<file path="config.mk">
export PLATFORM = sky130hd
export DESIGN_NAME = repeater_lane_config_regs
export DESIGN_NICKNAME = d
export VERILOG_FILES = /design/src/rtl/lane_cfg_pkg.sv /design/src/rtl/reg_access_if.sv /design/src/rtl/repeater_lane_config_regs.sv /design/src/rtl/lane_cfg_apb.sv /design/src/rtl/strap_code_map.sv
export SDC_FILE = /design/constraint.sdc
export NUM_CORES = 1
export LEC_CHECK = 0
export BUFFER_PORTS_ARGS = -buffer_cell sky130_fd_sc_hd__buf_2
export CAP_MARGIN = 10
export CELL_PAD_IN_SITES_DETAIL_PLACEMENT = 1
export CELL_PAD_IN_SITES_GLOBAL_PLACEMENT = 2
export CORE_UTILIZATION = 30
export DETAILED_ROUTE_END_ITERATION = 10
export PLACE_DENSITY_LB_ADDON = 0.3
export SETUP_SLACK_MARGIN = 0.4
export SLEW_MARGIN = 20
export SYNTH_ARGS = -nofsm -noshare
export SYNTH_HDL_FRONTEND = slang
export SYNTH_SLANG_ARGS = --single-unit
</file>
<file path="constraint.sdc">
create_clock -name pclk -period 3.8 [get_ports pclk]
set_input_delay 0.76 -clock pclk [delete_from_list [all_inputs] [get_ports pclk]]
set_output_delay 0.76 -clock pclk [all_outputs]
set_load 0.01 [all_outputs]
</file>
<file path="src/rtl/lane_cfg_pkg.sv">
// Constants for the repeater lane configuration register bank.
// Assumes a 32-bit APB slave; each register sits at four times its index.
package lane_cfg_pkg;

  // Register indices; the byte address is four times the index
  localparam logic [4:0] IDX_EMPH = 5'h11;
  localparam logic [4:0] IDX_THRESH = 5'h12;
  localparam logic [4:0] IDX_SPEED = 5'h15;
  localparam logic [4:0] IDX_BOOST = 5'h16;
  localparam logic [4:0] IDX_SWING = 5'h17;

  // Values after reset
  localparam logic [7:0] RST_EMPH = 8'h03;
  localparam logic [7:0] RST_THRESH = 8'h00;
  localparam logic [7:0] RST_SPEED = 8'h00;
  localparam logic [7:0] RST_BOOST = 8'h20;
  localparam logic [7:0] RST_SWING = 8'h03;

  // Writable bits per register; the rest read as zero
  localparam logic [7:0] MASK_EMPH = 8'hff;
  localparam logic [7:0] MASK_THRESH = 8'h0f;
  localparam logic [7:0] MASK_SPEED = 8'h33;
  localparam logic [7:0] MASK_BOOST = 8'h3f;
  localparam logic [7:0] MASK_SWING = 8'h3f;

  // Field positions
  localparam int EMPH_STYLE_BIT = 7;
  localparam int THR_DEASSERT_LSB = 2;
  localparam int THR_ASSERT_LSB = 0;
  localparam int SPEED_IDLE_AUTO_BIT = 5;
  localparam int SPEED_IDLE_SEL_BIT = 4;
  localparam int SPEED_RATE_AUTO_BIT = 1;
  localparam int SPEED_RATE_SEL_BIT = 0;
  localparam int BOOST_EN_BIT = 5;
  localparam int BOOST_STAGE_LSB = 3;
  localparam int BOOST_LEVEL_LSB = 0;

  localparam logic [7:0] EMPH_RESERVED = 8'hc0;

  // Threshold levels in mV, indexed by the two-bit code
  localparam logic [3:0][7:0] DEASSERT_MV = {8'hbe, 8'haa, 8'h96, 8'h6e};
  localparam logic [3:0][7:0] ASSERT_MV = {8'h96, 8'h82, 8'h6e, 8'h46};

  // Swing codes and their levels in mV
  localparam logic [5:0] SWING_C600 = 6'h03;
  localparam logic [5:0] SWING_C800 = 6'h07;
  localparam logic [5:0] SWING_C1000 = 6'h0f;
  localparam logic [5:0] SWING_C1200 = 6'h1f;
  localparam logic [5:0] SWING_C1400 = 6'h3f;
  localparam logic [10:0] SWING_MV600 = 11'h258;
  localparam logic [10:0] SWING_MV800 = 11'h320;
  localparam logic [10:0] SWING_MV1000 = 11'h3e8;
  localparam logic [10:0] SWING_MV1200 = 11'h4b0;
  localparam logic [10:0] SWING_MV1400 = 11'h578;

  // Three-level strap pin coding
  typedef enum logic [1:0] {
    strap_low = 2'h0,
    strap_high = 2'h1,
    strap_float = 2'h2
  } strap_level_t;

  // Strap code to register value
  localparam logic [7:0] STRAP_EMPH_00 = 8'h01;
  localparam logic [7:0] STRAP_EMPH_01 = 8'h38;
  localparam logic [7:0] STRAP_EMPH_0F = 8'h88;
  localparam logic [7:0] STRAP_EMPH_F0 = 8'h90;
  localparam logic [7:0] STRAP_EMPH_1F = 8'ha0;
  localparam logic [7:0] STRAP_EMPH_F1 = 8'ha0;
  localparam logic [7:0] STRAP_EMPH_FF = 8'hc0;
  localparam logic [7:0] STRAP_BOOST_FF = 8'h20;
  localparam logic [7:0] STRAP_BOOST_11 = 8'h2a;
  localparam logic [7:0] STRAP_BOOST_00 = 8'h30;
  localparam logic [7:0] STRAP_BOOST_0F = 8'h31;
  localparam logic [7:0] STRAP_BOOST_01 = 8'h38;
  localparam logic [7:0] STRAP_BOOST_1F = 8'h34;
  localparam logic [7:0] STRAP_BOOST_10 = 8'h35;
  localparam logic [7:0] STRAP_BOOST_F0 = 8'h3a;
  localparam logic [7:0] STRAP_BOOST_F1 = 8'h3c;

  // Edges after reset release before synchronised straps are valid
  localparam logic [1:0] STRAP_SETTLE_CYCLES = 2'h2;

endpackage : lane_cfg_pkg

</file>
<file path="src/rtl/reg_access_if.sv">
// Register access path between the APB front end and the register bank.
// Assumes both ends run on pclk.
`timescale 1ns/1ps
interface reg_access_if;
  logic wr;
  logic [4:0] idx;
  logic [7:0] wdata;
  logic [7:0] rdata;
  logic hit;
  modport bus (output wr, output idx, output wdata, input rdata, input hit);
  modport bank (input wr, input idx, input wdata, output rdata, output hit);
endinterface : reg_access_if

</file>
<file path="src/rtl/repeater_lane_config_regs.sv">
// Lane configuration register bank: channel 0 emphasis and idle threshold,
// channel 1 idle/rate select, receive boost and output swing.
// Assumes an APB master on pclk and strap pins that are static after reset.
//
// Contract
// Bit 7 style, bits 6:0 emphasis level
// Emphasis strap codes load fixed values
// Software never programs emphasis value C0h
// Threshold bits 3:2 deassert, 1:0 assert
// Threshold codes select fixed mV levels
// Bit 5 picks manual or auto idle
// Auto 0 honours select; 1 auto
// Select 0 output on; 1 muted
// Bit 1 picks manual or auto rate
// Rate select 0 low range, 1 high
// Boost enable, stage, level fields decoded
// Boost register defaults to 20h bypass
// Boost strap codes load fixed values
// Swing codes select fixed mV levels
// Reserved bits read zero, fields read back
`timescale 1ns/1ps
module repeater_lane_config_regs
  import lane_cfg_pkg::*;
#(
  parameter int ADDR_W = 8
) (
  input wire logic pclk,
  input wire logic presetn,
  input wire logic psel,
  input wire logic penable,
  input wire logic pwrite,
  input wire logic [ADDR_W-1:0] paddr,
  input wire logic [31:0] pwdata,
  output logic [31:0] prdata,
  output logic pready,
  output logic pslverr,
  input wire logic [1:0] emphasis_strap_pin_a,
  input wire logic [1:0] emphasis_strap_pin_b,
  input wire logic [1:0] boost_strap_pin_a,
  input wire logic [1:0] boost_strap_pin_b,
  input wire logic strap_mode,
  output logic strap_loaded,
  output logic ch0_emphasis_style,
  output logic [6:0] ch0_emphasis_level,
  output logic ch0_emphasis_reserved,
  output logic [7:0] ch0_deassert_mv,
  output logic [7:0] ch0_assert_mv,
  output logic ch1_out_mute,
  output logic ch1_signal_detect_en,
  output logic ch1_rate_auto_en,
  output logic ch1_rate_range_high,
  output logic ch1_boost_enable,
  output logic [1:0] ch1_boost_stage,
  output logic [2:0] ch1_boost_level,
  output logic [10:0] ch1_swing_mv
);
  typedef enum logic [1:0] {st_settle, st_load, st_run} strap_state_t;

  reg_access_if ra ();

  logic [8:0] sync1_q;
  logic [8:0] sync2_q;
  strap_state_t state_q, state_d;
  logic [1:0] cnt_q, cnt_d;
  logic loaded_q, loaded_d;
  logic [7:0] emph_q, emph_d;
  logic [7:0] thresh_q, thresh_d;
  logic [7:0] speed_q, speed_d;
  logic [7:0] boost_q, boost_d;
  logic [7:0] swing_q, swing_d;
  logic [7:0] strap_emph;
  logic [7:0] strap_boost;

  function automatic logic [10:0] swing_to_mv(input logic [5:0] code);
    case (code)
      SWING_C600: swing_to_mv = SWING_MV600;
      SWING_C800: swing_to_mv = SWING_MV800;
      SWING_C1000: swing_to_mv = SWING_MV1000;
      SWING_C1200: swing_to_mv = SWING_MV1200;
      SWING_C1400: swing_to_mv = SWING_MV1400;
      default: swing_to_mv = 11'h000;
    endcase
  endfunction : swing_to_mv

  function automatic logic is_mapped(input logic [4:0] idx);
    if (idx == IDX_EMPH) begin
      is_mapped = 1'b1;
    end else if (idx == IDX_THRESH) begin
      is_mapped = 1'b1;
    end else if (idx == IDX_SPEED) begin
      is_mapped = 1'b1;
    end else if (idx == IDX_BOOST) begin
      is_mapped = 1'b1;
    end else if (idx == IDX_SWING) begin
      is_mapped = 1'b1;
    end else begin
      is_mapped = 1'b0;
    end
  endfunction : is_mapped

  lane_cfg_apb #(.ADDR_W(ADDR_W)) u_apb (
    .pclk(pclk),
    .presetn(presetn),
    .psel(psel),
    .penable(penable),
    .pwrite(pwrite),
    .paddr(paddr),
    .pwdata(pwdata),
    .prdata(prdata),
    .pready(pready),
    .pslverr(pslverr),
    .ra(ra.bus)
  );

  strap_code_map u_strap (
    .emph_pin_a(strap_level_t'(sync2_q[1:0])),
    .emph_pin_b(strap_level_t'(sync2_q[3:2])),
    .boost_pin_a(strap_level_t'(sync2_q[5:4])),
    .boost_pin_b(strap_level_t'(sync2_q[7:6])),
    .emph_value(strap_emph),
    .boost_value(strap_boost)
  );

  // Strap pins are asynchronous to pclk; only the second stage is read
  always_ff @(posedge pclk or negedge presetn) begin
    if (!presetn) begin
      sync1_q <= 9'h000;
      sync2_q <= 9'h000;
    end else begin
      sync1_q <= {strap_mode, boost_strap_pin_b, boost_strap_pin_a,
                  emphasis_strap_pin_b, emphasis_strap_pin_a};
      sync2_q <= sync1_q;
    end
  end

  // reserved bits read zero
  assign ra.hit = is_mapped(ra.idx);
  always_comb begin
    if (ra.idx == IDX_EMPH) begin
      ra.rdata = emph_q;
    end else if (ra.idx == IDX_THRESH) begin
      ra.rdata = thresh_q;
    end else if (ra.idx == IDX_SPEED) begin
      ra.rdata = speed_q;
    end else if (ra.idx == IDX_BOOST) begin
      ra.rdata = boost_q;
    end else if (ra.idx == IDX_SWING) begin
      ra.rdata = swing_q;
    end else begin
      ra.rdata = 8'h00;
    end
  end

  // Straps are sampled once, after the synchroniser has filled
  always_comb begin
    state_d = state_q;
    cnt_d = cnt_q;
    loaded_d = loaded_q;
    emph_d = emph_q;
    thresh_d = thresh_q;
    speed_d = speed_q;
    boost_d = boost_q;
    swing_d = swing_q;
    case (state_q)
      st_settle: begin
        cnt_d = cnt_q + 2'h1;
        if (cnt_q == STRAP_SETTLE_CYCLES - 2'h1) begin
          state_d = st_load;
        end
      end
      st_load: begin
        state_d = st_run;
        // emphasis strap load
        // boost strap load
        if (sync2_q[8]) begin
          emph_d = strap_emph;
          boost_d = strap_boost;
          loaded_d = 1'b1;
        end
      end
      default: begin
      end
    endcase
    // fields store written bits only
    if (ra.wr) begin
      if (ra.idx == IDX_EMPH) begin
        emph_d = ra.wdata & MASK_EMPH;
      end else if (ra.idx == IDX_THRESH) begin
        thresh_d = ra.wdata & MASK_THRESH;
      end else if (ra.idx == IDX_SPEED) begin
        speed_d = ra.wdata & MASK_SPEED;
      end else if (ra.idx == IDX_BOOST) begin
        boost_d = ra.wdata & MASK_BOOST;
      end else if (ra.idx == IDX_SWING) begin
        swing_d = ra.wdata & MASK_SWING;
      end
    end
  end

  // boost bypass default
  always_ff @(posedge pclk or negedge presetn) begin
    if (!presetn) begin
      state_q <= st_settle;
      cnt_q <= 2'h0;
      loaded_q <= 1'b0;
      emph_q <= RST_EMPH;
      thresh_q <= RST_THRESH;
      speed_q <= RST_SPEED;
      boost_q <= RST_BOOST;
      swing_q <= RST_SWING;
    end else begin
      state_q <= state_d;
      cnt_q <= cnt_d;
      loaded_q <= loaded_d;
      emph_q <= emph_d;
      thresh_q <= thresh_d;
      speed_q <= speed_d;
      boost_q <= boost_d;
      swing_q <= swing_d;
    end
  end

  assign strap_loaded = loaded_q;
  // style and level split
  assign ch0_emphasis_style = emph_q[EMPH_STYLE_BIT];
  assign ch0_emphasis_level = emph_q[6:0];
  // flag the value software must avoid
  assign ch0_emphasis_reserved = (emph_q == EMPH_RESERVED);
  // threshold halves decoded
  // threshold mV lookup
  assign ch0_deassert_mv = DEASSERT_MV[thresh_q[THR_DEASSERT_LSB +: 2]];
  assign ch0_assert_mv = ASSERT_MV[thresh_q[THR_ASSERT_LSB +: 2]];
  // idle source select
  // manual or automatic idle
  // manual mute or on
  assign ch1_out_mute = !speed_q[SPEED_IDLE_AUTO_BIT] && speed_q[SPEED_IDLE_SEL_BIT];
  assign ch1_signal_detect_en = speed_q[SPEED_IDLE_AUTO_BIT];
  // rate source select
  // manual rate range
  assign ch1_rate_auto_en = speed_q[SPEED_RATE_AUTO_BIT];
  assign ch1_rate_range_high = speed_q[SPEED_RATE_SEL_BIT];
  // boost field decode
  assign ch1_boost_enable = boost_q[BOOST_EN_BIT];
  assign ch1_boost_stage = boost_q[BOOST_STAGE_LSB +: 2];
  assign ch1_boost_level = boost_q[BOOST_LEVEL_LSB +: 3];
  // swing mV lookup
  assign ch1_swing_mv = swing_to_mv(swing_q[5:0]);
endmodule : repeater_lane_config_regs

</file>
<file path="src/rtl/lane_cfg_apb.sv">
// APB slave front end: zero wait states, error on unmapped or misaligned address.
// Assumes the bank answers rdata and hit combinationally from idx.
`timescale 1ns/1ps
module lane_cfg_apb
  import lane_cfg_pkg::*;
#(
  parameter int ADDR_W = 8
) (
  input wire logic pclk,
  input wire logic presetn,
  input wire logic psel,
  input wire logic penable,
  input wire logic pwrite,
  input wire logic [ADDR_W-1:0] paddr,
  input wire logic [31:0] pwdata,
  output logic [31:0] prdata,
  output logic pready,
  output logic pslverr,
  reg_access_if.bus ra
);
  logic ok;
  logic top_ok;
  logic [31:0] prdata_q;
  logic [31:0] prdata_d;

  if (ADDR_W < 7) begin : g_bad_width
    $error("ADDR_W must reach the top register");
  end

  // A seven-bit bus has no bits above the map to check
  if (ADDR_W > 7) begin : g_top_bits
    assign top_ok = (paddr[ADDR_W-1:7] == '0);
  end else begin : g_no_top_bits
    assign top_ok = 1'b1;
  end

  assign ok = (paddr[1:0] == 2'h0) && top_ok && ra.hit;
  assign ra.idx = paddr[6:2];
  assign ra.wdata = pwdata[7:0];
  assign ra.wr = psel && penable && pwrite && ok;
  assign pready = 1'b1;
  assign pslverr = psel && penable && !ok;
  assign prdata = prdata_q;

  // Read data is captured in the setup cycle so it comes from a flop
  always_comb begin
    prdata_d = prdata_q;
    if (psel && !penable) begin
      prdata_d = (ok && !pwrite) ? {24'h000000, ra.rdata} : 32'h00000000;
    end
  end

  always_ff @(posedge pclk or negedge presetn) begin
    if (!presetn) begin
      prdata_q <= 32'h00000000;
    end else begin
      prdata_q <= prdata_d;
    end
  end
endmodule : lane_cfg_apb

</file>
<file path="src/rtl/strap_code_map.sv">
// Maps three-level strap pin pairs onto register values.
// Assumes the pin levels are already synchronised.
`timescale 1ns/1ps
module strap_code_map
  import lane_cfg_pkg::*;
(
  input wire strap_level_t emph_pin_a,
  input wire strap_level_t emph_pin_b,
  input wire strap_level_t boost_pin_a,
  input wire strap_level_t boost_pin_b,
  output logic [7:0] emph_value,
  output logic [7:0] boost_value
);
  // Emphasis code is written second pin then first pin, boost code first pin then second pin
  always_comb begin
    case ({emph_pin_b, emph_pin_a})
      {strap_low, strap_low}: emph_value = STRAP_EMPH_00;
      {strap_low, strap_high}: emph_value = STRAP_EMPH_01;
      {strap_low, strap_float}: emph_value = STRAP_EMPH_0F;
      {strap_float, strap_low}: emph_value = STRAP_EMPH_F0;
      {strap_high, strap_float}: emph_value = STRAP_EMPH_1F;
      {strap_float, strap_high}: emph_value = STRAP_EMPH_F1;
      {strap_float, strap_float}: emph_value = STRAP_EMPH_FF;
      // Codes with no table entry fall back to 0 dB
      default: emph_value = STRAP_EMPH_00;
    endcase
  end

  always_comb begin
    case ({boost_pin_a, boost_pin_b})
      {strap_high, strap_high}: boost_value = STRAP_BOOST_11;
      {strap_low, strap_low}: boost_value = STRAP_BOOST_00;
      {strap_low, strap_float}: boost_value = STRAP_BOOST_0F;
      {strap_low, strap_high}: boost_value = STRAP_BOOST_01;
      {strap_high, strap_float}: boost_value = STRAP_BOOST_1F;
      {strap_high, strap_low}: boost_value = STRAP_BOOST_10;
      {strap_float, strap_low}: boost_value = STRAP_BOOST_F0;
      {strap_float, strap_high}: boost_value = STRAP_BOOST_F1;
      default: boost_value = STRAP_BOOST_FF;
    endcase
  end
endmodule : strap_code_map

</file>
==> summary.txt, run 1 <==
Placement
  • DP HPWL: roughly 5.8 mm
  • Placer Congestion: 0.8224
  • Port buffer count: 78

Synth
  • Cell taking the most area after synthesis: dfrtp_1
  • Synth async-reset ratio: 100.0%
  • Primary FF master, synth: dfrtp_1
  • Synth top area cells: dfrtp_1 45%, buf_4 10%, mux2_2 4.7%
  • Post-synthesis register bit count: 61
  • Post-Syn Instances: 311
  • Unique masters post-synth: 50
  • Post-Syn Area: 0.003147 mm²
  • Ys Warns: 0
  • Yosys top cell area share: between 40 and 50%
  • Syn_area_per_cell: 10.12 µm²
  • Post-synth EDFFs: 0
  • Sequential-to-total area share from yosys stat: just under 50%

Power
  • Sw Ratio: 22.83%
  • Lkg Pwr: 1.842 nW
  • Seq pwr share: 45.8%
  • Maximum VDD drop: between 0.0001 and 0.00015 V
  • Int Pwr: 1.168 mW
  • Clk network pwr share: 46.3%
  • Sw power: about 0.35 mW
  • Combinational share of power: approximately 7.9%
  • Overall power: 1.514 mW
  • Cell Pwr Density: 409.8 mW/mm²

Drt
  • Routed length per instance: between 10 and 15 µm
  • First-pass DRT Iterations: 4
  • Number of remaining DRC errors: 0
  • Via count: 2345
  • Via density: roughly 4.6
  • First DRT Iteration DRCs: 93
  • Post-route ant nets: 0
  • WL final: 7.566 mm

Layout
  • Fill count: 1212
  • Area of the multi-input gates: 0.001311 mm²
  • Synthesis-to-layout area growth: 17.38%
  • Net count, final: 429
  • Sequential Area: 0.001533 mm²
  • N_diodes: 0
  • Share of layout cells above drive strength 1: 31.40%

Setup path
  • CP peak stage delay: 0.57 ns
  • R2R Setup Slk: between 1.5 and 2 ns
  • CP arrival: 2.05 ns
  • Crit path required time: a little over 3 ns
  • Critical path class: in2out
  • Worst-path cell with the longest stage delay: or4b_4
  • Crit Path Max Fanout: 4
  • Crit-path cells: buf_2, or4b_4, nor4_1, nor2_1, buf_2
  • Startpoint Class: input port
  • Crit. End Element: output port
  • CP dominant cell by count: buf_2

Clock tree
  • Hold Buf Count CTS: 0
  • Total CTS buffers: 9
  • CTS sink cnt: 61
  • Post-CTS Setup Bufs: 0
  • Clk_lat worst skew: 0.34 ns
  • CTS HTree Levels: 3
  • Clk buf depth: 2
  • CTS clk-pin slew, worst paths: 0.06 ns
  • CTS tree: done
  • Post-cts sizing count: 0
  • Root Buffer: clkbuf_8

Floorplanning
  • Die height: 104.4 µm
  • Core Box Area: 0.01023 mm²
  • # rows: 37
  • Die X-Extent: between 100 and 150 µm
  • Die Area: roughly 0.011 mm²
  • I/O pin cnt: 135
  • Initial Util: 30.76%

GRT
  • First-pass GRT wire length: 11.96 mm
  • Total global-route track usage: 14.38%
  • Vias in the first global route: 2242
  • Initial antenna violation count: 0
  • Largest net degree at the start of global routing: 42
  • Remaining Overflow, GRT: 0

STA
  • Final setup viols: 0
  • Final Skew: 0.01126 ns
  • Final min period: 2.811 ns
  • Final Cycle Share: 73.97%
  • Worst slew pin tran: a little over 0.9 ns
  • Max Freq: 355.8 MHz
  • Final slew viol count: 0
  • Final TNS setup: 0 ns
  • Hold Slack: 0.3482 ns
  • Slew HR: 39.51%
  • Fin. Hold Viols: 0
  • RSZ-0062 raised after global routing: no

Worst hold path
  • Worst hold path class: reg2reg

Flow run
  • Max cap viols: 0

Status
  • Status: completed
synthesized netlist by cell type, types with 2 or more instances:
cell type and number:
nor2_1 20, nand2b_1 7, mux2i_1 3, dfstp_2 5
nor4bb_1 2, clkbuf_1 11, inv_1 9, o21ai_0 14
and2_1 2, nor2b_1 5, o31ai_1 2, a22o_1 4
buf_4 42, a221oi_1 5, a211oi_1 3, buf_2 5
nor4_1 3, a21oi_1 11, xor2_1 2, or3b_2 2
a31oi_1 5, dfrtp_1 56, nand2_1 24, mux2_1 4
and3_1 4, a22oi_1 5, xnor2_1 3, conb_1 2
nand3_1 13, and3b_1 2, nor3b_1 3, or4b_4 2
mux2_2 13, nand3b_1 2
stage by stage:
stage / util, % / area (µm²) / std cells / setup WS [ns]
finish: 36.10 / 3694 / 515 / 0.9891
global placement: 33.75 / 3453 / 499 / 1.001
detailed placement: 33.75 / 3453 / 499 / 0.9906
global route: 36.10 / 3694 / 515 / 0.9102
CTS: 36.10 / 3694 / 515 / 0.9875
floorplan: - / 3259 / 341 / 1.287
kinds of logic after synthesis:
family                   count (synthesis)  share of synthesized area [%]
adder cells (fa/ha/maj)                  1                         0.3976
buffers and inverters                   67                          13.20
AO/OA/AOI/OAI                           56                          11.57
XOR/XNOR                                 5                          1.392
other                                    2                         0.2387
multiplexers                            20                          7.038
AND/OR/NAND/NOR                         99                          17.46
flip-flops                              61                          48.71
power groups by stage:
stage               clock network, mW  logic (mW)  registers [mW]
floorplan                           0      0.0941           0.699
global placement                    0       0.120           0.705
detailed placement                  0       0.122           0.705
CTS                             0.729       0.122           0.693
global route                    0.755       0.134           0.696
finish                          0.701       0.120           0.693
area by class of cell:
cell class	instances	share of cell area [%]
Inverter	9	0.9146
Sequential cell	61	41.50
Clock buffer	12	3.930
Timing Repair Buffer	80	10.98
Clock inverter	4	2.575
Tap cell	136	4.607
Multi-Input combinational cell	213	35.50
state kept, by name, indices dropped and copies added (netlist names):
signal,flops
u_apb.prdata,8
thresh_q,4
emph_q,8
swing_q,6
cnt_q,2
strap_loaded,1
sync1_q,9
boost_q,8
sync2_q,9
state_q,2
speed_q,4
path summary, 6_finish.rpt:
path,startpoint,end,cells past startpoint
max in group asynchronous,presetn,swing_q[0],2
max reg2reg,state_q[1],emph_q[3],4
max,paddr[1],pslverr,5
min reg2reg,sync1_q[0],sync2_q[0],0
min in group asynchronous,presetn,thresh_q[1],1
min,sync1_q[0],sync2_q[0],0
worst max-delay path, delay by kind of cell:
| family | cells | cell delay, ns |
|---|---|---|
| buffers and inverters | 2 | 0.25 |
| AND/OR/NAND/NOR | 3 | 1.05 |
per-layer routing:
metal / up-vias / part of all wire (%) / GRT usage (%)
met5: - / 0 / 0
met4: 0 / 1.7 / 7.347
met3: 9 / 5.3 / 3.070
met2: 72 / 46 / 22.09
met1: 1123 / 47 / 19.01
li1: 1141 / - / -
placed cells by master (no fill, tap or decap), types with 4 or more instances in the layout:
master and instances:
a21oi_1 11, and3_1 4, nor2_1 20, buf_2 78, a221oi_1 5, dfstp_2 5, nor2b_1 5, dfrtp_1 56
inv_1 9, clkbuf_8 10, nand2_1 24, a22o_1 4, conb_1 32, nand2b_1 7, o21ai_0 14, a31oi_1 5
mux2_2 13, nand3_1 13, a22oi_1 5, mux2_1 4
No activity file was read; power rests on OpenSTA's default activity.
==> run 2: changes to the inputs <==
CORE_UTILIZATION = 28   (was 30)
clock period = 2.74 ns   (was 3.8 ns; I/O delays follow)
==> summary.txt, run 2 (same netlist as run 1, synthesis figures left out) <==
Worst hold path
  • WHS Endpoint: sync1_q[7]
  • Hold path cells: 1 (+1)
  • Worst hold path class: in2reg
  • Hold path startpoint: boost_strap_pin_b[1]

Power
  • Maximum VDD drop: 0.0002276 V (+54%)
  • Cell Pwr Density: 565.2 mW/mm² (+38%)
  • Overall power: 2.119 mW (+40%)
  • Lkg Pwr: 1.855 nW (+0.67%)

Setup path
  • R2R depth: 4 (unchanged)
  • Crit-path cells: nor2_2, inv_1, or3_1, a21oi_1, buf_2
  • Worst-path cell with the longest stage delay: dfrtp_2
  • Crit path required time: 2.19 ns (-0.85 ns)
  • Startpoint Class: register
  • CP peak stage delay: 0.46 ns (-0.11 ns)
  • Critical path class: reg2out
  • Crit Path Max Fanout: 6 (+2)
  • Crit. Startpoint: swing_q[5]
  • R2R Setup Slk: 0.91 ns (-1.03 ns)
  • Worst path buffer plus inverter count: 2 (unchanged)
  • Crit. End Element: output port
  • Worst r2r dst: boost_q[0]
  • CP arrival: 1.67 ns (-0.38 ns)
  • Worst path top cell family by delay: flip-flops
  • Launch point of the worst reg-to-reg path: state_q[1]

Drt
  • Via count: 2336 (-0.38%)
  • First-pass DRT Iterations: 4 (unchanged)
  • Number of remaining DRC errors: 0 (unchanged)
  • Via density: 4.475 (-1.7%)
  • WL final: 7.784 mm (+2.9%)
  • Routed length per instance: 14.91 µm (+1.5%)
  • First DRT Iteration DRCs: 73 (-22%)
  • Post-route ant nets: 0 (unchanged)

STA
  • Final setup margin: 0.5193 ns (-0.4698 ns)
  • Final TNS setup: 0 ns (unchanged)
  • Final min period: 2.221 ns
  • Slew HR: 48.20% (+8.7 points)
  • Fin. Hold Viols: 0 (unchanged)
  • Final Cycle Share: 81.05%
  • Final Skew: 0.007241 ns (-0.004017 ns)
  • Final setup viols: 0 (unchanged)
  • RSZ-0062 raised after global routing: yes
  • Worst slew pin tran: 0.7770 ns (-0.1304 ns)
  • Final slew viol count: 0 (unchanged)
  • Max Freq: between 400 and 500 MHz

Flow run
  • Max cap viols: 0 (unchanged)

Floorplanning
  • Core Box Area: 0.01089 mm² (+6.4%)
  • # rows: 38 (+2.7%)
  • Die Area: 0.01167 mm² (+7.0%)
  • Die height: 108.0 µm (+3.4%)
  • Initial Util: 28.90% (-1.9 points)
  • I/O pin cnt: 135 (unchanged)
  • Die X-Extent: 108.0 µm (+3.4%)

Layout
  • Commonest non-fill, non-tap cell in the layout: buf_2
  • Non-Filler Instances: 522 (+1.4%)
  • Largest registers: sync1_q (9), sync2_q (9)
  • Synthesis-to-layout area growth: 19.13%
  • Commonest non-fill, non-tap cells in the layout: 78 x buf_2, 54 x dfrtp_1, 32 x conb_1
  • N_diodes: 0 (unchanged)
  • Net count, final: 432 (+0.70%)
  • Design area: 0.003749 mm² (+1.5%)
  • Share of layout cells above drive strength 1: 33.51% (+2.1 points)

Placement
  • DP Area: 0.003481 mm² (+0.80%)
  • DP HPWL: 5.928 mm (+2.5%)
  • Placer Congestion: 0.8328 (+1.3%)
  • Inst Count DP: 506 (+1.4%)
  • Port buffer count: 78 (unchanged)
  • DP Worst Slack: 0.2583 ns (-0.7323 ns)

Status
  • Status: completed

Clock tree
  • CTS tree: done
  • Clk buf depth: 2 (unchanged)
  • CTS clk-pin slew, worst paths: 0.07 ns (about the same)
  • Root Buffer: clkbuf_8
  • Post-CTS Setup Bufs: 0 (unchanged)
  • Total CTS buffers: 9 (unchanged)
  • CTS sink cnt: 61 (unchanged)
  • CTS HTree Levels: 3 (unchanged)
  • Clk_lat worst skew: 0.35 ns (about the same)
  • Hold Buf Count CTS: 0 (unchanged)

GRT
  • First-pass GRT wire length: 12.26 mm (+2.5%)
  • Initial antenna violation count: 0 (unchanged)
  • Total global-route track usage: 14.03% (-0.35 points)
  • Vias in the first global route: 2271 (+1.3%)
  • Largest net degree at the start of global routing: 62 (+48%)
  • Remaining Overflow, GRT: 0 (unchanged)
## run 2: report_power, final
group / internal, mW / total [mW] / switching, mW
Clock: 0.627 / 0.985 / 0.359
Combinational: 0.0636 / 0.172 / 0.108
Sequential: 0.931 / 0.962 / 0.0311
Total: 1.62 / 2.12 / 0.498
## run 2: timing repair
action	CTS	global route
pin swaps	0	1
resized for setup	1	4
setup endpoints to repair	1	4
## run 2: area by class of cell
class,count,area [µm²]
timing repair buffer,83,427.9
tap,140,175.2
clock inverter,6,110.1
sequential,61,1535
multi-input combinational,213,1329
inverter,9,33.78
clock buffer,10,137.6
fill,1267,7139
## run 2: routing by layer
| metal | track usage (%) | up-vias | wire, µm |
|---|---|---|---|
| met5 | 0 | - | 0 |
| met4 | 3.816 | 0 | 89 |
| met3 | 5.244 | 12 | 512 |
| met2 | 22.07 | 68 | 3680 |
| met1 | 18.03 | 1114 | 3501 |
| li1 | - | 1142 | - |
## run 2: per-stage QoR
stage	utilization [%]	hold WS [ns]
after floorplan	-	0.2524
after global placement	31.97	0.3362
final	34.43	0.3029
after global routing	34.43	0.2724
after CTS	34.30	0.2825
after detailed placement	31.97	0.3363
## run 2: worst max path at each step
stage	slack, ns	endpoint	cells past startpoint
6_report	0.52	ch1_swing_mv[6]	5
5_1_grt	0.40	ch1_swing_mv[6]	5
4_1_cts	0.43	pslverr	5
3_5_place_dp	0.26	swing_q[3]	5
3_3_place_gp	0.28	swing_q[4]	5
2_1_floorplan	0.58	swing_q[3]	5
